[src/hprs_pkg.sv]
`default_nettype none
package hprs_pkg;
  // Register indices as printed; byte address is four times the index
  localparam logic [7:0] IDX_HOLDOVER_CONTROL = 8'h19;
  localparam logic [7:0] IDX_FINE_PHASE_OFFSET = 8'h1a;
  localparam logic [7:0] IDX_PRIMARY_STATUS = 8'h20;
  localparam logic [7:0] IDX_SECONDARY_STATUS = 8'h28;
  localparam logic [7:0] IDX_IRQ_STATUS = 8'h30;
  localparam logic [7:0] IDX_IRQ_MASK = 8'h31;
  localparam logic [7:0] IDX_CORE_STATE = 8'h32;
  localparam logic [7:0] IDX_FILTER_SELECT = 8'h33;
  localparam int ADDR_W = 10;

  // Field positions
  localparam int BIT_RELEASE = 2;
  localparam int BIT_INHIBIT = 1;
  localparam int BIT_RATE_HI = 4;
  localparam int BIT_RATE_LO = 3;
  localparam int BIT_MON_HOLD = 1;
  localparam int BIT_CAP_LIM = 0;
  // Reference rate code of the 8 kHz input
  localparam logic [1:0] RATE_8K = 2'h1;

  // Reset values
  localparam logic [7:0] RST_CONTROL = 8'h00;
  localparam logic [7:0] RST_TRIM = 8'h00;
  localparam logic [3:0] RST_MASK = 4'h0;

  // AXI responses
  localparam logic [1:0] RESP_OKAY = 2'h0;
  localparam logic [1:0] RESP_SLVERR = 2'h2;

  // Timing: 125 MHz clock
  localparam int CLK_PERIOD_PS = 8000;
  localparam int TRIM_STEP_PS = 477;
  // Stratum 3 slew: 885 ns/s; one 477 ps step per 539 us
  localparam longint SLEW_S3_NS_PER_S = 885;
  localparam longint SLEW_S3_CYCLES = (longint'(TRIM_STEP_PS) * 125000000) / (SLEW_S3_NS_PER_S * 1000);
  // Other filters: 41 ns per 1.326 ms
  localparam longint SLEW_OTHER_NS = 41;
  localparam longint SLEW_OTHER_WINDOW_NS = 1326000;
  localparam longint SLEW_OTHER_CYCLES =
    (longint'(TRIM_STEP_PS) * SLEW_OTHER_WINDOW_NS) / (SLEW_OTHER_NS * 1000 * CLK_PERIOD_PS / 1000);
  localparam int QUIET_REF_CYCLES = 64;

  typedef enum logic [2:0] {
    CORE_NORMAL = 3'b001,
    CORE_AUTO_HOLD = 3'b010,
    CORE_WAIT_QUIET = 3'b100
  } hprs_core_t;

  typedef struct packed {
    logic [1:0] rate_code;
    logic holdover;
    logic capture_limit;
    logic phase_hit;
  } hprs_mon_t;
endpackage
`default_nettype wire

[src/hprs_slew.sv]
`default_nettype none
module hprs_slew
  import hprs_pkg::*;
#(
  parameter longint S3_CYCLES = SLEW_S3_CYCLES,
  parameter longint OTHER_CYCLES = SLEW_OTHER_CYCLES
) (
  // Clock and reset
  input wire logic clk,
  input wire logic rst_n,
  // Target and mode
  input wire logic [7:0] target,
  input wire logic stratum3,
  // Applied offset in steps
  output logic [7:0] applied
);
  typedef struct packed {
    logic [31:0] cnt;
    logic [7:0] applied;
  } hprs_slew_st_t;

  hprs_slew_st_t q, d;

  always_comb begin
    logic [31:0] limit;
    limit = stratum3 ? 32'(S3_CYCLES) : 32'(OTHER_CYCLES);
    d = q;
    // One step per slew interval, signed comparison
    if (q.applied == target) begin
      d.cnt = '0;
    end else if (q.cnt >= limit - 32'h1) begin
      d.cnt = '0;
      if ($signed(target) > $signed(q.applied)) begin
        d.applied = q.applied + 8'h01;
      end else begin
        d.applied = q.applied - 8'h01;
      end
    end else begin
      d.cnt = q.cnt + 32'h1;
    end
  end

  always_ff @(posedge clk or negedge rst_n) begin
    if (!rst_n) begin
      q <= '0;
    end else begin
      q <= d;
    end
  end

  assign applied = q.applied;
endmodule
`default_nettype wire

[src/hprs_regs.sv]
// Local design decision: the AXI4-Lite interface to the registers.
`default_nettype none
// Overview of operation
// - Release trigger rising edge returns core to normal
// - Trigger ignored while return inhibit clear
// - Inhibit keeps core in auto holdover
// - Only active monitor lock governs return
// - Eight-bit phase trim shifts all outputs
// - Trim is two's complement, positive advances
// - Applied phase changes are slew limited
// - Primary status reports primary rate code
// - Secondary status reports secondary rate code
// - Primary holdover flag follows primary monitor
// - Secondary holdover flag follows secondary monitor
// - Primary capture limit flag beyond 104 ppm
// - Secondary capture limit flag beyond 104 ppm
// - Auto return after 64 quiet reference cycles
// - Trigger during monitor holdover is lost
// - Half-cycle phase hit counts as failure, except on 8 kHz references
module hprs_regs
  import hprs_pkg::*;
#(
  parameter longint S3_CYCLES = SLEW_S3_CYCLES,
  parameter longint OTHER_CYCLES = SLEW_OTHER_CYCLES
) (
  // Clock and reset
  input wire logic clk,
  input wire logic reset_n,
  // AXI4-Lite write address
  input wire logic [ADDR_W-1:0] s_axi_awaddr,
  input wire logic s_axi_awvalid,
  output logic s_axi_awready,
  // AXI4-Lite write data
  input wire logic [31:0] s_axi_wdata,
  input wire logic [3:0] s_axi_wstrb,
  input wire logic s_axi_wvalid,
  output logic s_axi_wready,
  // AXI4-Lite write response
  output logic [1:0] s_axi_bresp,
  output logic s_axi_bvalid,
  input wire logic s_axi_bready,
  // AXI4-Lite read address
  input wire logic [ADDR_W-1:0] s_axi_araddr,
  input wire logic s_axi_arvalid,
  output logic s_axi_arready,
  // AXI4-Lite read data
  output logic [31:0] s_axi_rdata,
  output logic [1:0] s_axi_rresp,
  output logic s_axi_rvalid,
  input wire logic s_axi_rready,
  // Monitors; one per reference, ref_tick is one reference clock cycle
  input wire hprs_mon_t primary_mon,
  input wire hprs_mon_t secondary_mon,
  input wire logic secondary_active,
  input wire logic ref_tick,
  // Core PLL control
  output logic core_holdover,
  output logic [7:0] output_phase_trim,
  // Interrupt
  output logic irq
);
  function automatic logic [7:0] reg_index(input logic [ADDR_W-1:0] a);
    reg_index = a[ADDR_W-1:2];
  endfunction

  function automatic logic [7:0] status_byte(input hprs_mon_t m);
    status_byte = {3'h0, m.rate_code, 1'b0, m.holdover, m.capture_limit};
  endfunction

  typedef struct packed {
    logic aw_got;
    logic [7:0] aw_idx;
    logic w_got;
    logic [31:0] wdata;
    logic [3:0] wstrb;
    logic bvalid;
    logic [1:0] bresp;
    logic arready;
    logic rvalid;
    logic [31:0] rdata;
    logic [1:0] rresp;
    logic release_trig;
    logic auto_inhibit;
    logic [7:0] trim;
    logic stratum3;
    logic [3:0] irq_status;
    logic [3:0] irq_mask;
    logic irq;
    logic prev_hold;
    logic prev_lim;
    hprs_core_t core;
    logic core_hold;
    logic [6:0] quiet;
  } hprs_st_t;

  hprs_st_t q, d;
  logic [1:0] rst_sync_q;
  logic rst_n;
  logic [7:0] applied;
  hprs_mon_t act;

  // Release synchronised; assertion stays asynchronous
  always_ff @(posedge clk or negedge reset_n) begin
    if (!reset_n) begin
      rst_sync_q <= 2'h0;
    end else begin
      rst_sync_q <= {rst_sync_q[0], 1'b1};
    end
  end
  assign rst_n = rst_sync_q[1];

  // Limiter follows the written value; reads return it unslewed
  hprs_slew #(
    .S3_CYCLES(S3_CYCLES),
    .OTHER_CYCLES(OTHER_CYCLES)
  ) i_hprs_slew (
    .clk(clk),
    .rst_n(rst_n),
    .target(q.trim),
    .stratum3(q.stratum3),
    .applied(applied)
  );

  // Only the monitor feeding the core counts
  assign act = secondary_active ? secondary_mon : primary_mon;

  always_comb begin
    logic [3:0] ev;
    logic wr_fire;
    logic [7:0] widx;
    logic [7:0] wb;
    logic rel_rise;
    logic hit;
    d = q;
    ev = 4'h0;
    wr_fire = 1'b0;
    widx = q.aw_idx;
    wb = q.wdata[7:0];
    rel_rise = 1'b0;
    // 8 kHz references have no half-cycle hit criterion
    hit = act.phase_hit && (act.rate_code != RATE_8K);

    // Write channel: address and data in either order
    if (s_axi_awvalid && !q.aw_got && !q.bvalid) begin
      d.aw_got = 1'b1;
      d.aw_idx = reg_index(s_axi_awaddr);
    end
    if (s_axi_wvalid && !q.w_got && !q.bvalid) begin
      d.w_got = 1'b1;
      d.wdata = s_axi_wdata;
      d.wstrb = s_axi_wstrb;
    end
    if (q.aw_got && q.w_got) begin
      wr_fire = 1'b1;
      d.aw_got = 1'b0;
      d.w_got = 1'b0;
      d.bvalid = 1'b1;
      d.bresp = RESP_OKAY;
      case (widx)
        IDX_HOLDOVER_CONTROL: begin
          if (q.wstrb[0]) begin
            // Reserved bits are not stored
            d.release_trig = wb[BIT_RELEASE];
            d.auto_inhibit = wb[BIT_INHIBIT];
            rel_rise = wb[BIT_RELEASE] && !q.release_trig;
          end
        end
        IDX_FINE_PHASE_OFFSET: begin
          if (q.wstrb[0]) begin
            d.trim = wb;
          end
        end
        IDX_IRQ_MASK: begin
          if (q.wstrb[0]) begin
            d.irq_mask = wb[3:0];
          end
        end
        IDX_FILTER_SELECT: begin
          if (q.wstrb[0]) begin
            d.stratum3 = wb[0];
          end
        end
        IDX_PRIMARY_STATUS, IDX_SECONDARY_STATUS, IDX_IRQ_STATUS, IDX_CORE_STATE: begin
          d.bresp = RESP_OKAY;
        end
        default: begin
          d.bresp = RESP_SLVERR;
        end
      endcase
    end
    if (q.bvalid && s_axi_bready) begin
      d.bvalid = 1'b0;
    end

    // Read channel
    // One read at a time; arready pulses with rvalid
    d.arready = 1'b0;
    if (s_axi_arvalid && !q.arready && !q.rvalid) begin
      d.arready = 1'b1;
      d.rvalid = 1'b1;
      d.rresp = RESP_OKAY;
      d.rdata = 32'h0;
      case (reg_index(s_axi_araddr))
        IDX_HOLDOVER_CONTROL: d.rdata[7:0] = {5'h0, q.release_trig, q.auto_inhibit, 1'b0};
        IDX_FINE_PHASE_OFFSET: d.rdata[7:0] = q.trim;
        IDX_PRIMARY_STATUS: d.rdata[7:0] = status_byte(primary_mon);
        IDX_SECONDARY_STATUS: d.rdata[7:0] = status_byte(secondary_mon);
        IDX_IRQ_STATUS: d.rdata[3:0] = q.irq_status;
        IDX_IRQ_MASK: d.rdata[3:0] = q.irq_mask;
        IDX_CORE_STATE: d.rdata[7:0] = {5'h0, q.core};
        IDX_FILTER_SELECT: d.rdata[0] = q.stratum3;
        default: d.rresp = RESP_SLVERR;
      endcase
    end
    if (q.rvalid && s_axi_rready) begin
      d.rvalid = 1'b0;
    end

    // Core PLL holdover state
    d.prev_hold = act.holdover;
    d.prev_lim = act.capture_limit;
    case (q.core)
      CORE_NORMAL: begin
        // Phase hits beyond half a cycle are reported as holdover entry
        if (act.holdover || hit) begin
          d.core = CORE_AUTO_HOLD;
          ev[0] = 1'b1;
        end
      end
      CORE_AUTO_HOLD: begin
        if (!act.holdover) begin
          if (q.auto_inhibit) begin
            if (rel_rise) begin
              d.core = CORE_NORMAL;
              ev[1] = 1'b1;
            end
          end else begin
            d.core = CORE_WAIT_QUIET;
            d.quiet = 7'h0;
          end
        end
        // A trigger while still in holdover is simply dropped
      end
      CORE_WAIT_QUIET: begin
        if (act.holdover) begin
          d.core = CORE_AUTO_HOLD;
        end else if (hit) begin
          d.quiet = 7'h0;
        end else if (q.auto_inhibit) begin
          d.core = CORE_AUTO_HOLD;
        end else if (q.quiet >= 7'(QUIET_REF_CYCLES)) begin
          d.core = CORE_NORMAL;
          ev[1] = 1'b1;
        end else if (ref_tick) begin
          d.quiet = q.quiet + 7'h1;
        end
      end
      default: d.core = CORE_AUTO_HOLD;
    endcase
    if (q.core == CORE_AUTO_HOLD && act.holdover && rel_rise) begin
      d.core = CORE_AUTO_HOLD;
    end

    // Sticky events: core holdover entry, return, monitor holdover, capture limit
    ev[2] = act.holdover && !q.prev_hold;
    ev[3] = act.capture_limit && !q.prev_lim;
    if (wr_fire && widx == IDX_IRQ_STATUS && q.wstrb[0]) begin
      d.irq_status = q.irq_status & ~wb[3:0];
    end
    // Set wins over a same-cycle clear
    d.irq_status = d.irq_status | ev;
    // Registered so irq and the mode pin come straight from flops
    d.irq = |(d.irq_status & d.irq_mask);
    d.core_hold = (d.core != CORE_NORMAL);
  end

  always_ff @(posedge clk or negedge rst_n) begin
    if (!rst_n) begin
      q.aw_got <= 1'b0;
      q.aw_idx <= 8'h00;
      q.w_got <= 1'b0;
      q.wdata <= 32'h0;
      q.wstrb <= 4'h0;
      q.bvalid <= 1'b0;
      q.bresp <= RESP_OKAY;
      q.arready <= 1'b0;
      q.rvalid <= 1'b0;
      q.rdata <= 32'h0;
      q.rresp <= RESP_OKAY;
      q.release_trig <= RST_CONTROL[BIT_RELEASE];
      q.auto_inhibit <= RST_CONTROL[BIT_INHIBIT];
      q.trim <= RST_TRIM;
      q.stratum3 <= 1'b0;
      q.irq_status <= 4'h0;
      q.irq_mask <= RST_MASK;
      q.irq <= 1'b0;
      q.prev_hold <= 1'b0;
      q.prev_lim <= 1'b0;
      q.core <= CORE_AUTO_HOLD;
      q.core_hold <= 1'b1;
      q.quiet <= 7'h0;
    end else begin
      q.aw_got <= d.aw_got;
      q.aw_idx <= d.aw_idx;
      q.w_got <= d.w_got;
      q.wdata <= d.wdata;
      q.wstrb <= d.wstrb;
      q.bvalid <= d.bvalid;
      q.bresp <= d.bresp;
      q.arready <= d.arready;
      q.rvalid <= d.rvalid;
      q.rdata <= d.rdata;
      q.rresp <= d.rresp;
      q.release_trig <= d.release_trig;
      q.auto_inhibit <= d.auto_inhibit;
      q.trim <= d.trim;
      q.stratum3 <= d.stratum3;
      q.irq_status <= d.irq_status;
      q.irq_mask <= d.irq_mask;
      q.irq <= d.irq;
      q.prev_hold <= d.prev_hold;
      q.prev_lim <= d.prev_lim;
      q.core <= d.core;
      q.core_hold <= d.core_hold;
      q.quiet <= d.quiet;
    end
  end

  // Outputs straight from flops
  assign s_axi_awready = q.aw_got;
  assign s_axi_wready = q.w_got;
  assign s_axi_bvalid = q.bvalid;
  assign s_axi_bresp = q.bresp;
  assign s_axi_arready = q.arready;
  assign s_axi_rvalid = q.rvalid;
  assign s_axi_rdata = q.rdata;
  assign s_axi_rresp = q.rresp;
  assign core_holdover = q.core_hold;
  assign output_phase_trim = applied;
  assign irq = q.irq;
endmodule
`default_nettype wire

[config.mk]
export PLATFORM = sky130hd
export DESIGN_NAME = hprs_regs
export DESIGN_NICKNAME = d
export VERILOG_FILES = /design/src/hprs_pkg.sv /design/src/hprs_slew.sv /design/src/hprs_regs.sv
export SDC_FILE = /design/constraint.sdc
export NUM_CORES = 1
export LEC_CHECK = 0
export ABC_AREA = 1
export BUFFER_PORTS_ARGS = -buffer_cell sky130_fd_sc_hd__buf_2
export CORE_MARGIN = 2
export CORE_UTILIZATION = 59
export DETAILED_ROUTE_END_ITERATION = 8
export GPL_TIMING_DRIVEN = 0
export HOLD_SLACK_MARGIN = 0.1
export MAX_ROUTING_LAYER = met4
export PLACE_DENSITY = 0.85
export RECOVER_POWER = 50
export SYNTH_ARGS = -nofsm -noshare
export SYNTH_HDL_FRONTEND = slang
export SYNTH_HIERARCHICAL = 1
export SYNTH_SLANG_ARGS = --single-unit
export TNS_END_PERCENT = 50
[constraint.sdc]
create_clock -name clk -period 5 [get_ports clk]
set_clock_uncertainty 0.1 [all_clocks]
set_input_delay 0.75 -clock clk [delete_from_list [all_inputs] [get_ports clk]]
set_output_delay 0.75 -clock clk [all_outputs]
set_load 0.05 [all_outputs]
Yosys cells after proc, flatten, opt, wreduce, memory -nomap -nowiden
Index checks and enable logic that the tools add are counted.
- flip-flop bits (word level): 136
- logic and storage cells: 160
- bits of input ports: 75
- memories kept: 0
- RAM bits: 0
- output and inout port bits: 51
- bits in latches: 0
- ROM bits: 0
- shifts and indexed selects: 0
- eq/ne operators: 28
- reduce and logical (&&, ||, !) cells: 39
- $mul: 0
- add/sub/neg operators: 5
- bitwise gates (word level): 5
- multiplexer cells: 54
- order comparisons: 3
- divide/modulo/power cells: 0
- operator list (operator ; count):
    $eq 8x6->1 const B ; 12
    $mux 32 ; 2
    $mux 7 ; 7
    $mux 37 ; 1
    $mux 36 ; 1
    $add 32x1->32 const B ; 1
    $eq 8x5->1 const B ; 4
    $ge 32x32->1 ; 1
    $sub 32x1->32 const B ; 1
    $mux 3 ; 10
    $pmux 3 s7 ; 1
    $logic_and 1x1->1 ; 17
    $mux 1 ; 17
    $mux 17 ; 1
    $mux 4 ; 4
    $reduce_or 8->1 ; 2
    $pmux 7 s2 ; 1
    $pmux 4 s3 ; 1
    $reduce_bool 2->1 ; 5
    $mux 9 ; 1
    $ne 3x3->1 const B ; 3
    $pmux 3 s3 ; 1
    $reduce_and 3->1 ; 3
    $add 8x1->8 const B ; 1
    other kinds (25) ; 36

Logic depth before layout (Yosys ltp)
- depth in word-level cells: 12
- gate-level depth with buffers: 20
- depth with buffers taken out: 20

Cells and area by module
The synthesis kept the hierarchy.
- by module, submodules not included (module ; area each (µm²) ; seq. area each (µm²) ; instances ; cells an instance):
    hprs_regs ; 3642.2 ; 1679.1 ; 1 ; 457
    hprs_slew ; 2280.9 ; 1001.0 ; 1 ; 258

Worst setup path before layout
OpenSTA, ideal clock, no wires.
- kind: register to register
- from: register i_hprs_slew.q, in the netlist i_hprs_slew/applied[7]
- to: register i_hprs_slew.q, in the netlist i_hprs_slew/applied[6]
- data arrival time: 2.467 ns
- clock period less this slack: 2.687 ns
- buffers on the path: 0
- library setup time: 0.119 ns
- cell stages (with the launch flop): 16
- setup slack: 2.313 ns
- required time: 4.781 ns
- cells stage by stage: dfrtp_1 > inv_1 > ha_1 > a21o_1 > nor2_1 > nand2_1 > nand2_1 > nand3_1 > fa_1 > nand3_1 > nand2_1 > a21oi_1 > nor2_1 > nor2_1 > xor2_1 > o21ai_2
- longest elaborated chain between the ends: 3
- RTL lines (what ; line ; source):
    from (decl) ; hprs_slew.sv:22 ; hprs_slew_st_t q, d;
    from (signal assigned) ; hprs_slew.sv:45 ; q <= '0;
    from (signal assigned) ; hprs_slew.sv:47 ; q <= d;
    parallel branches: the longest is 3 deep, another holds $gt 8x8->1 ; n/a ;
Parallel ways; which one is timed is not known.
A chain may end at the register's enable or synchronous reset.

Final worst setup path
Ends and elaborated chain as after synthesis.

==> reports/summary.txt <==
status: finished, violations left
failing checks: max-capacitance violations, max-slew violations
global-route wire length before repair: 21.1 mm
share of the synthesized area in the top cell type: 0.444
CP Launch Type: register
WS Path Type: reg -> reg
die area: 0.0109 mm²
TritonCTS buffer count: 9
post-synthesis xor/xnor area fraction: 0.0251
gpl congestion: 0.891
flops & latches, synth: 107
Reg clk slew, reported paths: 0.11 ns
Most common cell on crit path: nor2_1
DR top layer: met4
measured slew at the worst slew-check pin: 1.69 ns
CP endpoint: i_hprs_slew/applied[6]$_DFFE_PN0P_
Top Family by Delay on Critical Path: simple AND/OR/NAND/NOR gates
Crit Reg-Reg Startpoint: i_hprs_slew/applied[7]$_DFFE_PN0P_
clk sinks: 107
Die X: 104 µm
WP data arrival: 3.40 ns
Synth Warn #: 6
post-route setup TNS: 0 ns
met3 wire length: 597 µm
R2R Setup Slk: 1.77 ns
antenna violations before repair: 0
largest family of logic cells by synthesized area: simple AND/OR/NAND/NOR gates
Worst Path Buf+Inv: 1
complex-gate fraction of the synthesized area: 0.0875
RSZ-0062 raised after global routing: no
Post-Route M1 WL: 5.32 mm
slowest CP cell: nand3_1
Final WS setup: 1.77 ns
Starting Density: 0.606
Root Buffer Master: clkbuf_8
Max Cap Violations: 1
Synth Flop Type: dfrtp_1
nets: 932
cell taking the most area after synthesis: dfrtp_1
post-synthesis mux area share: 0.00570
HPWL Detailed: 9.32 mm
Layout area overhead: 14.5%
fraction of layout cells with a size suffix above 1: 0.221
FMAX: 310 MHz
LEAKAGE: 3.55 nW
setup violators final: 0
Final ANT Viol Nets: 0
Clock Path Buffers: 2
Rel. slew slack: -0.127
Syn Inst Count: 715
Ports: 126
Synth cell types: 47
main area contributors after synthesis: dfrtp_1, nand2_1, buf_4
Reg2Reg Capture Point: i_hprs_slew/applied[6]$_DFFE_PN0P_
Avg WL per Cell: 12.5 µm
Tmin final: 3.23 ns
CP startpoint: i_hprs_slew/applied[7]$_DFFE_PN0P_
first drt pass iteration count: 5
Setup Slack @ Placement: 1.86 ns
PD cells: 450 mW/mm²
H-tree levels: 3
Post-synth EDFFs: 0
CP Max Fanout: 9
CP endpoint kind: register
Vias/cell: 5.04
I/O Buffers: 68
Core Box Area: 0.00977 mm²
final hold viol count: 0
Post-Syn Area: 0.00592 mm²
vias in the first global route: 4840
Worst-Skew Late Latency: 0.38 ns
DRT iter0 DRCs: 270
syn_area_per_cell: 8.28 µm²
max-slew violations: 71
grt total ovfl: 0
drt total wl: 12.2 mm
crit-path max cell delay: 0.44 ns
Post-Synth Adder-Cell Area: 0.0499
Row Count: 36
simple-gate share of the synthesized area: 0.253
R2R cell count: 14
Stages on worst setup path: 14
die height: 104 µm
Cell Chain, Critical Path: inv_1 -> ha_1 -> nand2_1 -> nor2_1 -> nand4_1 -> nand3_1 -> ha_1 -> a21oi_1 -> nand2_1 -> a21oi_1 -> nor2_1 -> nor2_1 -> xor2_1 -> o21ai_2
Global Route Usage Sum: 0.244
ant diodes: 0
Hold Crit Class: reg -> reg
Post-synth ARST share: 1.00
drt drc: 0
Resized Gates After CTS: 0
IR drop worst, VDD: 0.270 mV
largest net degree at the start of global routing: 71
TritonCTS clock tree: yes
via count: 4901
metal2 WL: 6.06 mm
Post-CTS Setup Bufs: 0
post-synthesis sequential area ratio: 0.452
Final period util: 0.645
Worst Path Required: 5.17 ns
==> synthesized netlist by cell type (13+ instances only) <==
| cell | n |
|---|---|
| dfrtp_1 | 105 |
| nand3_1 | 52 |
| o21ai_2 | 13 |
| buf_4 | 44 |
| nor2_1 | 76 |
| inv_1 | 79 |
| o21ai_0 | 14 |
| ha_1 | 22 |
| nand2_1 | 145 |
| o21ai_1 | 17 |
| a21oi_1 | 31 |
==> layout by cell type (no fill, tap or decap), drive strengths merged, types with 2 or more instances in the layout <==
cell / synthesis / layout
nand2: 157 / 157
buf: 49 / 115
dfrtp: 105 / 105
inv: 90 / 94
nor2: 82 / 82
nand3: 55 / 55
o21ai: 44 / 44
conb: 3 / 41
a21oi: 32 / 32
ha: 22 / 22
clkbuf: 4 / 16
nand4: 12 / 12
nor3: 11 / 11
xor2: 10 / 10
xnor2: 7 / 7
or2: 5 / 5
nor3b: 4 / 4
clkinv: 1 / 4
mux2: 3 / 3
a21o: 3 / 3
nor4: 3 / 3
a31oi: 2 / 2
dfstp: 2 / 2
==> registers in the layout, indices dropped and copies added (netlist names) <==
signal,cells
rst_sync_q,2
i_hprs_slew/applied,8
s_axi_bvalid,1
s_axi_rdata,8
irq,1
i_hprs_slew/q,32
core_holdover,1
q,48
s_axi_bresp,1
s_axi_wready,1
s_axi_arready,1
s_axi_awready,1
s_axi_rvalid,1
s_axi_rresp,1
==> worst min-delay path by stage <==
stage | startpoint | endpoint | slack, ns | depth (start not counted)
final | rst_sync_q[0]$_DFF_PN0_ | rst_sync_q[1]$_DFF_PN0_ | 0.27 | 0
after global routing | rst_sync_q[0]$_DFF_PN0_ | rst_sync_q[1]$_DFF_PN0_ | 0.27 | 0
after CTS | rst_sync_q[1]$_DFF_PN0_ | i_hprs_slew/q[35]$_DFF_PN0_ | 0.22 | 0
after detailed placement | rst_sync_q[1]$_DFF_PN0_ | i_hprs_slew/q[35]$_DFF_PN0_ | 0.21 | 0
after global placement | rst_sync_q[0]$_DFF_PN0_ | rst_sync_q[1]$_DFF_PN0_ | 0.24 | 0
after floorplan | rst_sync_q[0]$_DFF_PN0_ | rst_sync_q[1]$_DFF_PN0_ | 0.23 | 0
==> report_power, final <==
group | total, mW | switching, mW | internal (mW)
combinational | 1.36 | 0.873 | 0.488
clock | 0.526 | 0.327 | 0.199
sequential | 1.17 | 0.141 | 1.03
==> what timing repair did <==
| item | CTS | global route |
|---|---|---|
| hold buffers | 1 | 0 |
| setup endpoints to repair | 0 | 0 |
| hold endpoints to repair | 2 | 0 |
==> area by class of cell <==
class                   instances  area, µm²
multi-input cells             502       2640
plain buffers                  53        398
clock buffers                   9        124
fillers                       749       2990
inverters                      91        342
clock inverters                 7       78.8
flip-flops and latches        107       2680
well taps                     133        166
repair buffers                 70        353
==> cells by family after synthesis <==
family / count (synthesis)
simple gates: 331
buf+inv: 144
flops: 107
compound gates: 87
fa+ha+maj: 23
xor+xnor: 17
other cells: 3
mux: 3
==> through the flow <==
stage / area (µm²) / power, mW / utilization / hold slack (ns) / instances
after floorplan: 6070 / 2.24 / - / 0.231 / 753
final: 6780 / 3.05 / 0.694 / 0.266 / 972
after global routing: 6780 / 3.27 / 0.694 / 0.274 / 972
after CTS: 6820 / 3.07 / 0.697 / 0.219 / 972
after detailed placement: 6600 / 2.54 / 0.676 / 0.207 / 955
after global placement: 6570 / 2.45 / 0.672 / 0.236 / 954
==> routing by layer <==
layer | up-vias | track usage
met5 | - | -
met1 | 2271 | 0.302
met2 | 157 | 0.410
met3 | 14 | 0.0351
met4 | 0 | 0.0878
li1 | 2459 | -
(Power assumes the default switching activity.)
